File: src/design/watch_defines.svh
// timing counts and reset values for the lcd watch controller
`ifndef WATCH_DEFINES_SVH
`define WATCH_DEFINES_SVH
`define OSC_HZ          32768
`define CAL_DIV         32
`define PRESCALE1_DIV   32
`define CLK_HZ          50000000
`define DEBOUNCE_MS     10
`define DEBOUNCE_CYC    ((`CLK_HZ / 1000) * `DEBOUNCE_MS)
`define RST_HOUR        4'hc
`define RST_MIN         6'h00
`define RST_SEC         6'h00
`define RST_DATE        5'h00
`endif

File: src/design/watch_pkg.sv
// types for the lcd watch controller
package watch_pkg;
  typedef enum logic [1:0] {DISP_HM, DISP_SEC, DISP_DATE} disp_e;
  typedef enum logic [2:0] {SET_OFF, SET_HM, SET_MIN, SET_SEC, SET_HOUR, SET_DATE} set_e;
endpackage

File: src/design/switch_debounce.sv
// switch debouncer with rising edge pulse
`timescale 1ns/100ps
module switch_debounce #(
  parameter int CYCLES = 500000
) (
  input  wire logic i_mclk,
  input  wire logic i_rst_n,
  input  wire logic i_sw,
  output logic      o_level,
  output logic      o_rise
);
  logic [31:0] cnt_ff;
  logic [31:0] nxt_cnt;
  logic        lvl_ff;
  logic        nxt_lvl;
  logic        rise_ff;
  logic        nxt_rise;

  always_comb begin
    nxt_cnt  = 32'h0;
    nxt_lvl  = lvl_ff;
    nxt_rise = 1'b0;
    if (i_sw != lvl_ff) begin
      nxt_cnt = cnt_ff + 32'h1;
      if (cnt_ff >= 32'(CYCLES - 1)) begin
        nxt_cnt  = 32'h0;
        nxt_lvl  = i_sw;
        nxt_rise = i_sw;
      end
    end
  end

  always_ff @(posedge i_mclk) begin
    if (!i_rst_n) begin
      cnt_ff  <= 32'h0;
      lvl_ff  <= 1'b0;
      rise_ff <= 1'b0;
    end else begin
      cnt_ff  <= nxt_cnt;
      lvl_ff  <= nxt_lvl;
      rise_ff <= nxt_rise;
    end
  end

  assign o_level = lvl_ff;
  assign o_rise  = rise_ff;
endmodule

File: src/design/lcd_watch.sv
// lcd watch controller: timekeeping, mode sequencing, segment decode
`timescale 1ns/100ps
`include "watch_defines.svh"
module lcd_watch #(
  parameter int DEBOUNCE_CYC = `DEBOUNCE_CYC,
  parameter int OSC_HZ       = `OSC_HZ
) (
  input  wire logic       i_mclk,
  input  wire logic       i_rst_n,
  input  wire logic       i_osc,
  input  wire logic       i_fast_test,
  input  wire logic       i_disp_sw,
  input  wire logic       i_set_sw,
  output logic [6:0]      o_seg_d1,
  output logic [6:0]      o_seg_d2,
  output logic [6:0]      o_seg_d3,
  output logic            o_half_digit,
  output logic            o_colon,
  output logic            o_cal_out
);
  // ------------------------------------------------------------
  // switch conditioning
  // ------------------------------------------------------------
  logic disp_lvl;
  logic disp_rise;
  logic set_rise;

  switch_debounce #(.CYCLES(DEBOUNCE_CYC)) u_disp_db (
    .i_mclk  (i_mclk),
    .i_rst_n (i_rst_n),
    .i_sw    (i_disp_sw),
    .o_level (disp_lvl),
    .o_rise  (disp_rise)
  );

  switch_debounce #(.CYCLES(DEBOUNCE_CYC)) u_set_db (
    .i_mclk  (i_mclk),
    .i_rst_n (i_rst_n),
    .i_sw    (i_set_sw),
    .o_level (),
    .o_rise  (set_rise)
  );

  // ------------------------------------------------------------
  // time base
  // ------------------------------------------------------------
  // i_osc is the crystal square wave, sampled synchronously
  logic        osc_d_ff;
  logic        nxt_osc_d;
  logic [4:0]  pre1_ff;
  logic [4:0]  nxt_pre1;
  logic [9:0]  pre2_ff;
  logic [9:0]  nxt_pre2;
  logic        cal_ff;
  logic        nxt_cal;
  logic        osc_tick;
  logic        pre1_tick;
  logic        sec_tick;

  assign osc_tick  = i_osc & ~osc_d_ff;
  // fast test feeds the second prescaler from the system clock
  assign pre1_tick = i_fast_test ? 1'b1 : (osc_tick && pre1_ff == 5'h1f);
  assign sec_tick  = pre1_tick && pre2_ff == 10'h3ff;

  always_comb begin
    nxt_osc_d = i_osc;
    nxt_pre1  = osc_tick ? pre1_ff + 5'h1 : pre1_ff;
    nxt_pre2  = pre1_tick ? pre2_ff + 10'h1 : pre2_ff;
    nxt_cal   = pre1_ff[4];
  end

  always_ff @(posedge i_mclk) begin
    if (!i_rst_n) begin
      osc_d_ff <= 1'b0;
      pre1_ff  <= 5'h00;
      pre2_ff  <= 10'h000;
      cal_ff   <= 1'b0;
    end else begin
      osc_d_ff <= nxt_osc_d;
      pre1_ff  <= nxt_pre1;
      pre2_ff  <= nxt_pre2;
      cal_ff   <= nxt_cal;
    end
  end

  // ------------------------------------------------------------
  // modes
  // ------------------------------------------------------------
  watch_pkg::disp_e disp_ff;
  watch_pkg::disp_e nxt_disp;
  watch_pkg::set_e  set_ff;
  watch_pkg::set_e  nxt_set;

  always_comb begin
    nxt_disp = disp_ff;
    nxt_set  = set_ff;
    if (set_ff == watch_pkg::SET_OFF) begin
      if (disp_rise) begin
        case (disp_ff)
          watch_pkg::DISP_HM:  nxt_disp = watch_pkg::DISP_SEC;
          watch_pkg::DISP_SEC: nxt_disp = watch_pkg::DISP_DATE;
          default:             nxt_disp = watch_pkg::DISP_HM;
        endcase
      end
      if (set_rise && disp_ff == watch_pkg::DISP_HM) begin
        nxt_set = watch_pkg::SET_MIN;
      end
    end else if (set_rise) begin
      case (set_ff)
        watch_pkg::SET_HM:   nxt_set = watch_pkg::SET_MIN;
        watch_pkg::SET_MIN:  nxt_set = watch_pkg::SET_SEC;
        watch_pkg::SET_SEC:  nxt_set = watch_pkg::SET_HOUR;
        watch_pkg::SET_HOUR: nxt_set = watch_pkg::SET_DATE;
        default:             nxt_set = watch_pkg::SET_OFF;
      endcase
    end
  end

  always_ff @(posedge i_mclk) begin
    if (!i_rst_n) begin
      disp_ff <= watch_pkg::DISP_HM;
      set_ff  <= watch_pkg::SET_OFF;
    end else begin
      disp_ff <= nxt_disp;
      set_ff  <= nxt_set;
    end
  end

  // ------------------------------------------------------------
  // time counters
  // ------------------------------------------------------------
  // hour 1..12 with 12 as the cleared value; date clears to 0 and wraps from 31 to 1
  logic [5:0] sec_ff;
  logic [5:0] nxt_sec;
  logic [5:0] min_ff;
  logic [5:0] nxt_min;
  logic [3:0] hour_ff;
  logic [3:0] nxt_hour;
  logic       pm_ff;
  logic       nxt_pm;
  logic [4:0] date_ff;
  logic [4:0] nxt_date;
  logic       adv_min;
  logic       adv_hour;
  logic       adv_date;
  logic       sync_hold;

  // in minute, hour and date set modes advance the field on a seconds tick while the switch is held; a sync press steps the minute
  assign sync_hold = set_ff == watch_pkg::SET_SEC && disp_lvl;
  assign adv_min   = (set_ff == watch_pkg::SET_MIN && disp_lvl && sec_tick)
                   || (set_ff == watch_pkg::SET_SEC && disp_rise)
                   || (!sync_hold && sec_tick && sec_ff == 6'd59
                       && set_ff != watch_pkg::SET_MIN);
  assign adv_hour  = (set_ff == watch_pkg::SET_HOUR && disp_lvl && sec_tick)
                   || (adv_min && min_ff == 6'd59 && set_ff != watch_pkg::SET_MIN);
  // a manual hour step does not carry into the date
  assign adv_date  = (set_ff == watch_pkg::SET_DATE && disp_lvl && sec_tick)
                   || (adv_hour && set_ff != watch_pkg::SET_HOUR
                       && hour_ff == 4'd11 && pm_ff);

  always_comb begin
    nxt_sec  = sec_ff;
    nxt_min  = min_ff;
    nxt_hour = hour_ff;
    nxt_pm   = pm_ff;
    nxt_date = date_ff;
    if (sync_hold) begin
      nxt_sec = `RST_SEC;
    end else if (sec_tick) begin
      nxt_sec = (sec_ff == 6'd59) ? 6'h00 : sec_ff + 6'h1;
    end
    if (adv_min) begin
      nxt_min = (min_ff == 6'd59) ? 6'h00 : min_ff + 6'h1;
    end
    if (adv_hour) begin
      nxt_hour = (hour_ff == 4'd12) ? 4'h1 : hour_ff + 4'h1;
      if (hour_ff == 4'd11) begin
        nxt_pm = ~pm_ff;
      end
    end
    if (adv_date) begin
      nxt_date = (date_ff == 5'd31) ? 5'h01 : date_ff + 5'h1;
    end
  end

  always_ff @(posedge i_mclk) begin
    // synchronous reset doubles as power-on clear
    if (!i_rst_n) begin
      sec_ff  <= `RST_SEC;
      min_ff  <= `RST_MIN;
      hour_ff <= `RST_HOUR;
      pm_ff   <= 1'b0;
      date_ff <= `RST_DATE;
    end else begin
      sec_ff  <= nxt_sec;
      min_ff  <= nxt_min;
      hour_ff <= nxt_hour;
      pm_ff   <= nxt_pm;
      date_ff <= nxt_date;
    end
  end

  // ------------------------------------------------------------
  // display
  // ------------------------------------------------------------
  function automatic logic [6:0] seg_of(input logic [3:0] d);
    // segment order {a,b,c,d,e,f,g}
    case (d)
      4'h0:    seg_of = 7'h7e;
      4'h1:    seg_of = 7'h30;
      4'h2:    seg_of = 7'h6d;
      4'h3:    seg_of = 7'h79;
      4'h4:    seg_of = 7'h33;
      4'h5:    seg_of = 7'h5b;
      4'h6:    seg_of = 7'h5f;
      4'h7:    seg_of = 7'h70;
      4'h8:    seg_of = 7'h7f;
      4'h9:    seg_of = 7'h7b;
      default: seg_of = 7'h00;
    endcase
  endfunction

  logic [6:0] d1_ff;
  logic [6:0] nxt_d1;
  logic [6:0] d2_ff;
  logic [6:0] nxt_d2;
  logic [6:0] d3_ff;
  logic [6:0] nxt_d3;
  logic       half_ff;
  logic       nxt_half;
  logic       colon_ff;
  logic       nxt_colon;
  logic [5:0] low_val;
  logic       hours_on;

  always_comb begin
    low_val  = min_ff;
    hours_on = 1'b1;
    if (set_ff == watch_pkg::SET_OFF) begin
      if (disp_ff == watch_pkg::DISP_SEC) begin
        low_val  = sec_ff;
        hours_on = 1'b0;
      end else if (disp_ff == watch_pkg::DISP_DATE) begin
        low_val  = {1'b0, date_ff};
        hours_on = 1'b0;
      end
    end else if (set_ff == watch_pkg::SET_SEC) begin
      low_val  = sec_ff;
      hours_on = 1'b0;
    end else if (set_ff == watch_pkg::SET_DATE) begin
      low_val  = {1'b0, date_ff};
      hours_on = 1'b0;
    end
    nxt_d3    = seg_of(4'(low_val % 6'd10));
    nxt_d2    = seg_of(4'(low_val / 6'd10));
    nxt_d1    = hours_on ? seg_of(4'(hour_ff % 4'd10)) : 7'h00;
    nxt_half  = hours_on && hour_ff >= 4'd10;
    // colon doubles as pm flag while setting
    nxt_colon = (set_ff == watch_pkg::SET_OFF) ? pre2_ff[9] : pm_ff;
  end

  always_ff @(posedge i_mclk) begin
    if (!i_rst_n) begin
      d1_ff    <= 7'h00;
      d2_ff    <= 7'h00;
      d3_ff    <= 7'h00;
      half_ff  <= 1'b0;
      colon_ff <= 1'b0;
    end else begin
      d1_ff    <= nxt_d1;
      d2_ff    <= nxt_d2;
      d3_ff    <= nxt_d3;
      half_ff  <= nxt_half;
      colon_ff <= nxt_colon;
    end
  end

  assign o_seg_d1     = d1_ff;
  assign o_seg_d2     = d2_ff;
  assign o_seg_d3     = d3_ff;
  assign o_half_digit = half_ff;
  assign o_colon      = colon_ff;
  assign o_cal_out    = cal_ff;
endmodule

File: config.mk
export PLATFORM = sky130hd
export DESIGN_NAME = lcd_watch
export DESIGN_NICKNAME = d
export VERILOG_FILES = /design/src/design/watch_pkg.sv /design/src/design/switch_debounce.sv /design/src/design/lcd_watch.sv
export VERILOG_INCLUDE_DIRS = /design/src /design/src/design
export SDC_FILE = /design/constraint.sdc
export NUM_CORES = 1
export LEC_CHECK = 0
export BUFFER_PORTS_ARGS = -buffer_cell sky130_fd_sc_hd__buf_2
export CAP_MARGIN = 10
export CORE_MARGIN = 2
export CORE_UTILIZATION = 55
export DETAILED_ROUTE_END_ITERATION = 12
export PLACE_DENSITY = 0.76
export SLEW_MARGIN = 20
export SYNTH_ARGS = -nofsm -noshare
export SYNTH_HDL_FRONTEND = slang
export SYNTH_SLANG_ARGS = --single-unit
File: constraint.sdc
create_clock -name i_mclk -period 3.5 [get_ports i_mclk]
set_input_delay 0.175 -clock i_mclk [delete_from_list [all_inputs] [get_ports i_mclk]]
set_output_delay 0.175 -clock i_mclk [all_outputs]
set_load 0.005 [all_outputs]
# After elaboration in Yosys (flattened, before gate mapping)

Memories as Yosys holds them, arrays and structs flattened. A register that Yosys moved wholly into a read port is not among the register bits.
Index checks and enable logic that the tools add are counted.

Latch bits: 0
Memories: 3
Register bits after elaboration: 114
Input bits: 6
Bits in writable memories: 0
Output and inout port bits: 24
Word-level logic and storage cells: 124
Memory bits (read-only): 336

Eq/ne operators: 19
Reduce and logical (&&, ||, !) cells: 42
Shift-type cells: 0
Multipliers: 0
Div/mod/pow operators: 3
Add/subtract/negate cells: 8
$lt $le $gt $ge: 3
Mux-type cells: 21
Bitwise gates (word level): 6

Memories:

| name             | words | width | rd ports | clocked after Yosys merged registers in | write ports | RTL line         | RTL |
|---|---|---|---|---|---|---|---|
| (name not given) | 16    | 7     | 1        | 1                                       | 0           | lcd_watch.sv:208 | `case (d)` |
| (name not given) | 16    | 7     | 1        | 1                                       | 0           | lcd_watch.sv:208 |  |
| (name not given) | 16    | 7     | 1        | 1                                       | 0           | lcd_watch.sv:208 |  |

Operators with widths:

| operator                                                                              | count |
|---|---|
| 32-bit by 1-bit adder with 32-bit output, second input constant                       | 2 |
| 32-bit by 19-bit greater-or-equal comparator with 1-bit output, second input constant | 2 |
| 6-bit 2-to-1 mux                                                                      | 7 |
| 1-bit logical AND                                                                     | 20 |
| 6-bit by 1-bit adder with 6-bit output, second input constant                         | 2 |
| 6-bit == test, second input constant                                                  | 2 |
| 3-bit one-hot mux with 4 select lines                                                 | 1 |
| 2-bit AND reduction                                                                   | 6 |
| 10-bit by 1-bit adder with 10-bit output, second input constant                       | 1 |
| 5-bit by 1-bit adder with 5-bit output, second input constant                         | 2 |
| 10-bit == test, second input constant                                                 | 1 |
| 5-bit == test, second input constant                                                  | 2 |
| 3-bit 2-to-1 mux                                                                      | 3 |
| 4-bit == test, second input constant                                                  | 2 |
| 1-bit 2-to-1 mux                                                                      | 7 |
| 6-bit by 4-bit divider with 6-bit output, second input constant                       | 1 |
| 3-bit by 2-bit == test with 1-bit output, second input constant                       | 2 |
| 3-bit == test, second input constant                                                  | 2 |
| 6-bit by 4-bit remainder unit with 6-bit output, second input constant                | 1 |
| 3-bit AND reduction                                                                   | 2 |
| 3-bit OR reduction                                                                    | 2 |
| 5-bit 2-to-1 mux                                                                      | 1 |
| 1-bit NOT                                                                             | 5 |
| 4-bit by 1-bit adder with 4-bit output, second input constant                         | 1 |
| other kinds (18)                                                                      | 25 |

# Depth between registers and ports, before layout

Gate-level depths: netlist (run 1).

Word-level depth: 16
Gate-level depth with buffers: 21
Mapped depth without buffers: 20

# Cells and area by module

From an unflattened synthesis (run 1), not the netlist that was laid out.

Cells, all modules: 721
Area, all modules: 6712.7 µm²

By module, submodules not included:

| module          | cells an instance | instances | area an instance (µm²) |
|---|---|---|---|
| lcd_watch       | 463               | 1         | 4010.1 |
| switch_debounce | 129               | 2         | 1351.3 |

# Least setup slack after synthesis (run 1)

No wires, ideal clock.

Path type: register to register
Start point: register disp_ff[0]
End point: register d3_ff[3], in the netlist o_seg_d3[3]
Arrival: 3693 ps
Path slack: -280 ps
Cell stages (with the launch flop): 20
Required time: 3413 ps
Setup time: 87 ps
Cell sequence: dfxtp_1 inv_1 ha_1 buf_4 mux2_1 mux2i_1 a22oi_2 inv_2 nand3_1 nand2_1 inv_1 ha_1 inv_1 a22oi_1 or3_1 a311o_1 a22oi_4 inv_2 or4b_4 o31ai_1

Longest elaborated chain between the ends: 5
Elaborated cells on any way between the ends: 6
Those cells by class: div (1); eq/ne (2); mux (3)

Ends and longest elaborated chain:

| what                                                | RTL line         | RTL |
|---|---|---|
| start: declaration                                  | lcd_watch.sv:89  | `watch_pkg::disp_e disp_ff;` |
| start signal: assignment                            | lcd_watch.sv:121 | `disp_ff <= watch_pkg::DISP_HM;` |
| start signal: assignment                            | lcd_watch.sv:124 | `disp_ff <= nxt_disp;` |
| 2-bit == test                                       | lcd_watch.sv:243 | `end else if (disp_ff == watch_pkg::DISP_DATE) begin` |
| 6-bit 2-to-1 mux                                    | lcd_watch.sv:243 |  |
| 6-bit 2-to-1 mux (*)                                | lcd_watch.sv:240 | `if (disp_ff == watch_pkg::DISP_SEC) begin` |
| 6-bit 2-to-1 mux (*)                                | lcd_watch.sv:239 | `if (set_ff == watch_pkg::SET_OFF) begin` |
| 6-bit by 4-bit remainder unit with 6-bit output (*) | lcd_watch.sv:254 | `nxt_d3 = seg_of(4'(low_val % 6'd10));` |
| end: declaration                                    | lcd_watch.sv:227 | `logic [6:0] d3_ff;` |

Every way passes the cells marked *; elsewhere a longest branch is shown, timed or not.
A chain may end at the register's enable or synchronous reset.

# Final worst setup path (run 1)

Start point: register disp_ff[0]
End point: register d3_ff[6], in the netlist o_seg_d3[6]

Same word-level chain as after synthesis.

==> flow_summary.toml, run 1 <==
[status]
status = "finished with violations"
violations = "negative setup slack"

[layout]
design_area_um2 = 8210
final_nets = 902
diodes = 0
drive_gt1_share_pct = 23.6
area_delta_synth_final_pct = 27.2

[global_routing]
grt_use_total_pct = 23.4
grt_max_degree = 39
grt_pass1_wl_um = 24100
first_global_vias = 5420
grt-ovfl-total = 0
antenna_found_initial = 0

[cts]
clockBufferDepth = 2
h-tree-depth = 4
insertion_delay_ns = 0.42
clock-sinks = 135
root_buffer = "clkbuf_16"
cts_buffers = 17
clk_pin_slew_ns = 0.06
cts_tree = "done"

[sta]
finalWorstSetupSlack_ns = -0.219
tightest_slew_ns = 0.932
finalSetupTns_ns = -1.47
slew_viol_final = 0
slew-limit-headroom_pct = 37.2
period_minus_slack_ns = 3.72
setup_viol = 12
rsz0062_at_grt = "yes"
hold_viol = 0
clock.fmax_mhz = 269
finalCritPeriodShare_pct = 106
fin_skew_ns = 0.00768

[detailed_routing]
dr.pass1.iters = 5
wire_per_inst_um = 14.6
first_iter_violations = 289
drt_wl_total_um = 14700
route.detailed.drc = 0
ant_nets = 0
post_drt_via_cell_ratio = 5.47
vias = 5533

[critical_path]
crit_path_max_fanout = 4
crit_path_cell_trace = "inv_4 -> ha_4 -> mux2_4 -> mux2i_1 -> a22oi_2 -> inv_2 -> buf_4 -> ha_4 -> o31ai_2 -> a211oi_2 -> or3_4 -> a311o_1 -> a22oi_4 -> inv_2 -> or4b_4 -> o21ai_1"
crit_start = "disp_ff[0]"
r2r-start = "disp_ff[0]"
setup.worst_path.start_class = "flop"
cpLargestDelayFamily = "compound AO/OA/AOI/OAI gates"
critPathBufInv = 4
required_ns = 3.85
critPathKind = "reg -> reg"
worstSetupEndpointType = "flop"
reg2reg_slack_ns = -0.22
critPathArrivalTime_ns = 4.07
cp_slowest_stage_delay_ns = 0.57
slowest_stage = "or4b_4"

[yosys]
ys_seq_area_share_pct = 41.9
yosysUniqueCellTypes = 76
ys.flop_type = "dfxtp_1"
ys_seq_elements = 135
synthCells = 734
yosysTopAreaCell = "dfxtp_1"
synth_edf_count = 0
synth.avg_cell_area_um2 = 8.80
ys_top_cells_by_area = "dfxtp_1 42%, ha_1 7.8%, nor2_1 7.0%"
ys_top_cells_by_count = "135 x dfxtp_1, 120 x nor2_1, 57 x nand2_1"
postSynth.asyncResetShare_pct = 0
synth.most_common_cell = "dfxtp_1"
synth_top_area_share_pct = 41.9
synth_area_um2 = 6460
yosysWarnings = 0

[place]
placed_area_um2 = 7230
dp_hpwl_um = 9820
routabilityCongestion = 0.880
io_buffers = 29

[die]
rows = 39
start_util_pct = 56.5
core-area_um2 = 11400
pin_count = 30
die_w_um = 112
die_h_um = 112
dieArea_um2 = 12600

[hold_path]
hold_path_class = "in -> reg"
min_from = "i_set_sw"

[run]
max_cap_viol_count = 0

[power]
leakagePower_nw = 3.44
finalPower_mw = 3.71
vdd_drop_max_mv = 0.393
powerDensity_nw_per_um2 = 452
## worst paths after layout
kind / endpoint / cells past startpoint
min: u_set_db.o_rise / 3
min reg2reg: u_disp_db.cnt_ff[18] / 2
max reg2reg: o_seg_d3[6] / 16
max: o_seg_d3[6] / 16
## kinds of logic (layout without fill, tap and decap cells)
logic type | count (synthesis) | count (layout) | synth area share (%)
AND/OR/NAND/NOR | 296 | 296 | 21.7
flip-flops | 135 | 135 | 41.9
AO/OA/AOI/OAI | 125 | 125 | 13.3
XOR/XNOR | 56 | 56 | 7.71
buffers and inverters | 56 | 166 | 3.59
adder cells (fa/ha/maj) | 40 | 40 | 7.75
multiplexers | 25 | 25 | 3.99
other | 1 | 26 | 0.0581
## tightest hold or removal path: stages
cell and delay, ns:
buf_2 0.12, nand2_1 0.06, nor3_1 0.04
## cell usage in the layout, fill, tap and decap left out, types with 4 or more instances in the layout
master	instances
a21o_1	5
a21oi_1	25
a21oi_2	6
a31oi_1	4
and2_1	6
and3_1	14
buf_2	29
buf_4	67
buf_6	4
clkbuf_16	17
conb_1	26
dfxtp_1	132
ha_1	31
ha_4	7
inv_1	22
inv_2	8
inv_6	4
mux2_2	5
mux2i_1	19
nand2_1	54
nand2b_1	4
nand3_1	31
nand4_1	12
nor2_1	118
nor2b_1	5
nor3_1	8
nor4_1	6
o21a_1	5
o21ai_0	21
o21ai_1	6
o2bb2ai_1	4
or3_1	5
or3b_1	4
xnor2_1	20
xor2_1	35
## sequential cells by signal, summed over array words and instances, names as in the netlist, 2 cells and up, named ones only
register / cells
hour_ff: 4
o_seg_d2: 7
u_set_db.cnt_ff: 32
set_ff: 2
o_seg_d1: 7
pre2_ff: 10
u_disp_db.cnt_ff: 32
pre1_ff: 5
o_seg_d3: 7
sec_ff: 6
date_ff: 5
disp_ff: 2
min_ff: 6
## power by group
group,switching (mW),leakage (nW),internal (mW),total [mW]
registers,0.0218,1.11,1.59,1.61
clock network,0.722,0.278,0.993,1.72
logic,0.202,2.05,0.183,0.385
total,0.946,3.44,2.76,3.71
## timing repair
| action | CTS | global route |
|---|---|---|
| endpoints found under the hold margin | 1 | 0 |
| setup buffers | 13 | 13 |
| gates resized for setup | 26 | 34 |
| gates cloned | 0 | 0 |
| setup endpoints to repair | 11 | 14 |
| hold buffers | 1 | 0 |
| pin swaps | 11 | 16 |
## layout make-up
type                            instances  area [um^2]
Sequential cell                       135         2710
Fill cell                             840         3210
Clock inverter                         15          144
Multi-Input combinational cell        568         3900
Inverter                               32          125
Tap cell                              143          179
Clock buffer                           17          425
Timing Repair Buffer                  102          723
## stage by stage
stage | utilization [%] | hold slack, ns | setup slack [ns] | cells
finish | 71.9 | 0.0224 | -0.219 | 1012
global route | 71.9 | 0.0244 | -0.344 | 1012
CTS | 70.0 | 0.00863 | -0.0748 | 1000
detailed placement | 63.3 | 0.439 | -0.112 | 955
global placement | 63.3 | 0.401 | -0.0346 | 955
floorplan | - | 0.293 | -0.107 | 759
## routing by layer
metal,wire [um],global-route usage (%),up-vias,share of wire [%]
met3,500,5.29,27,3.4
met5,0,0,-,0
met1,6460,27.9,2634,44
li1,-,-,2763,-
met2,7480,40.8,109,51
met4,294,9.11,0,2.0
Note: power is estimated with default switching activity, not from simulation.
==> inputs of run 2 (changes only) <==
Settings changed: BUFFER_PORTS_ARGS -buffer_cell sky130_fd_sc_hd__buf_2 to -buffer_cell sky130_fd_sc_hd__buf_4.
==> flow_summary.toml, run 2 (synthesis results as in run 1) <==
[hold_path]
whs_path_depth = 3
worstHoldEndpoint = "u_disp_db.o_rise"
hold_path_class = "in -> reg"
min_from = "i_disp_sw"

[layout]
fin_cells = 1003
fin_util_pct = 71.8
multiInputGateArea_um2 = 3860
final_nets = 893
diodes = 0
area_delta_synth_final_pct = 27.0
reg.largest.list = "u_disp_db.cnt_ff x32, u_set_db.cnt_ff x32, pre2_ff x10"
layout_common_cells = "131 x dfxtp_1, 117 x nor2_1, 89 x buf_4"
fillCellCount = 866
regArea_um2 = 2720
final_common_cell = "dfxtp_1"
drive_gt1_share_pct = 22.3

[sta]
hold_viol = 0
period_minus_slack_ns = 3.73
rsz0062_at_grt = "yes"
slew-limit-headroom_pct = 42.4
finalWorstSetupSlack_ns = -0.226
finalCritPeriodShare_pct = 106
slew_viol_final = 0
clock.fmax_mhz = 268
hold_slack_ns = 0.0321
setup_viol = 12
tightest_slew_ns = 0.856
fin_skew_ns = 0.0111

[detailed_routing]
ant_nets = 0
dr.pass1.iters = 5
post_drt_via_cell_ratio = 5.54
vias = 5561
drt_wl_total_um = 14700
first_iter_violations = 280
wire_per_inst_um = 14.6
route.detailed.drc = 0

[critical_path]
reg2regPathDepth = 13
critPathArrivalTime_ns = 4.08
crit_path_cell_trace = "nor3_1 -> buf_4 -> o2bb2ai_2 -> inv_2 -> ha_4 -> o31ai_4 -> a211oi_2 -> or3_1 -> a311o_1 -> a22oi_4 -> inv_2 -> or4b_4 -> o21ai_1"
cp_common_cell = "inv_2"
r2r-start = "set_ff[1]"
crit_path_max_fanout = 8
crit_start = "set_ff[1]"
cpLargestDelayFamily = "simple AND/OR/NAND/NOR gates"
worstSetupEndpointType = "flop"
setup.worst_path.start_class = "flop"
slowest_stage = "or4b_4"
reg2reg_to = "o_seg_d3[1]"
critPathKind = "reg -> reg"
reg2reg_slack_ns = -0.23
required_ns = 3.85
cp_slowest_stage_delay_ns = 0.58
critPathBufInv = 3

[global_routing]
antenna_found_initial = 0
first_global_vias = 5526
grt-ovfl-total = 0
grt_pass1_wl_um = 24700
grt_use_total_pct = 24.0
grt_max_degree = 39

[place]
dp.cells = 954
io_buffers = 29
dp_slack_ns = -0.173
routabilityCongestion = 0.889
dp_hpwl_um = 10100

[cts]
h-tree-depth = 4
cts_tree = "done"
clock-sinks = 135
root_buffer = "clkbuf_16"
insertion_delay_ns = 0.42
clockBufferDepth = 2
clk_pin_slew_ns = 0.06
cts_buffers = 17

[power]
vdd_drop_max_mv = 0.419
leakagePower_nw = 3.40
comb_power_share_pct = 10.0
p_sw_mw = 0.933
p_sw_share_pct = 24.6
finalPower_mw = 3.79
powerDensity_nw_per_um2 = 463
internal_power_mw = 2.86
power_frac_clock_pct = 47.5
pwr-share-seq_pct = 42.5

[die]
die_w_um = 112
die_h_um = 112
dieArea_um2 = 12600
pin_count = 30
start_util_pct = 56.5
core-area_um2 = 11400
rows = 39

[status]
status = "finished with violations"
violations = "negative setup slack"

[run]
max_cap_viol_count = 0
run 2: worst max-delay path by stage:
stage,cells after the start,to
after detailed placement,17,o_seg_d3[3]
after CTS,16,o_seg_d3[1]
after floorplan,16,o_seg_d3[3]
after global routing,14,o_seg_d3[1]
after global placement,14,o_seg_d3[3]
final,13,o_seg_d3[1]
run 2: layer usage:
layer	wire length, um	GRT usage, %	up-vias
met5	0	0	-
met4	410	11.5	0
met3	585	4.54	42
met2	7570	42.5	134
met1	6120	27.9	2629
li1	-	-	2756
run 2: repair_timing:
item | 4_1_cts | 5_1_grt
setup buffers | 10 | 5
hold endpoints to repair | 2 | 0
hold buffers | 2 | 0
resized for setup | 32 | 15
pin swaps | 15 | 14
setup endpoints to repair | 12 | 14
run 2: layout make-up:
type,instances,share of cell area (%)
multi-input combinational,568,47.1
sequential,135,33.1
timing repair buffer,93,8.78
clock buffer,18,5.36
tap,143,2.18
clock inverter,14,1.97
inverter,32,1.50
run 2: through the flow:
step	cell area, um^2	TNS [ns]
after floorplan	6650	-0.391
after CTS	8100	-0.498
after global placement	7280	-0.253
after global routing	8200	-3.19
after detailed placement	7280	-0.872
final	8200	-1.49
run 2: worst reg2reg max path: cells and delay by family (launching register included):
kind | cells | cell delay, ns
compound gates | 6 | 1.25
fa+ha+maj | 1 | 0.27
buf+inv | 3 | 0.39
flops | 1 | 0.36
simple gates | 3 | 1.39
run 2: power by group through the flow:
| stage | Clock (mW) | Combinational (mW) | Sequential [mW] |
|---|---|---|---|
| finish | 1.80 | 0.379 | 1.61 |
| global route | 1.90 | 0.413 | 1.61 |
| CTS | 1.83 | 0.357 | 1.61 |
| detailed placement | 0 | 0.310 | 1.65 |
| global placement | 0 | 0.299 | 1.64 |
| floorplan | 0 | 0.189 | 1.64 |
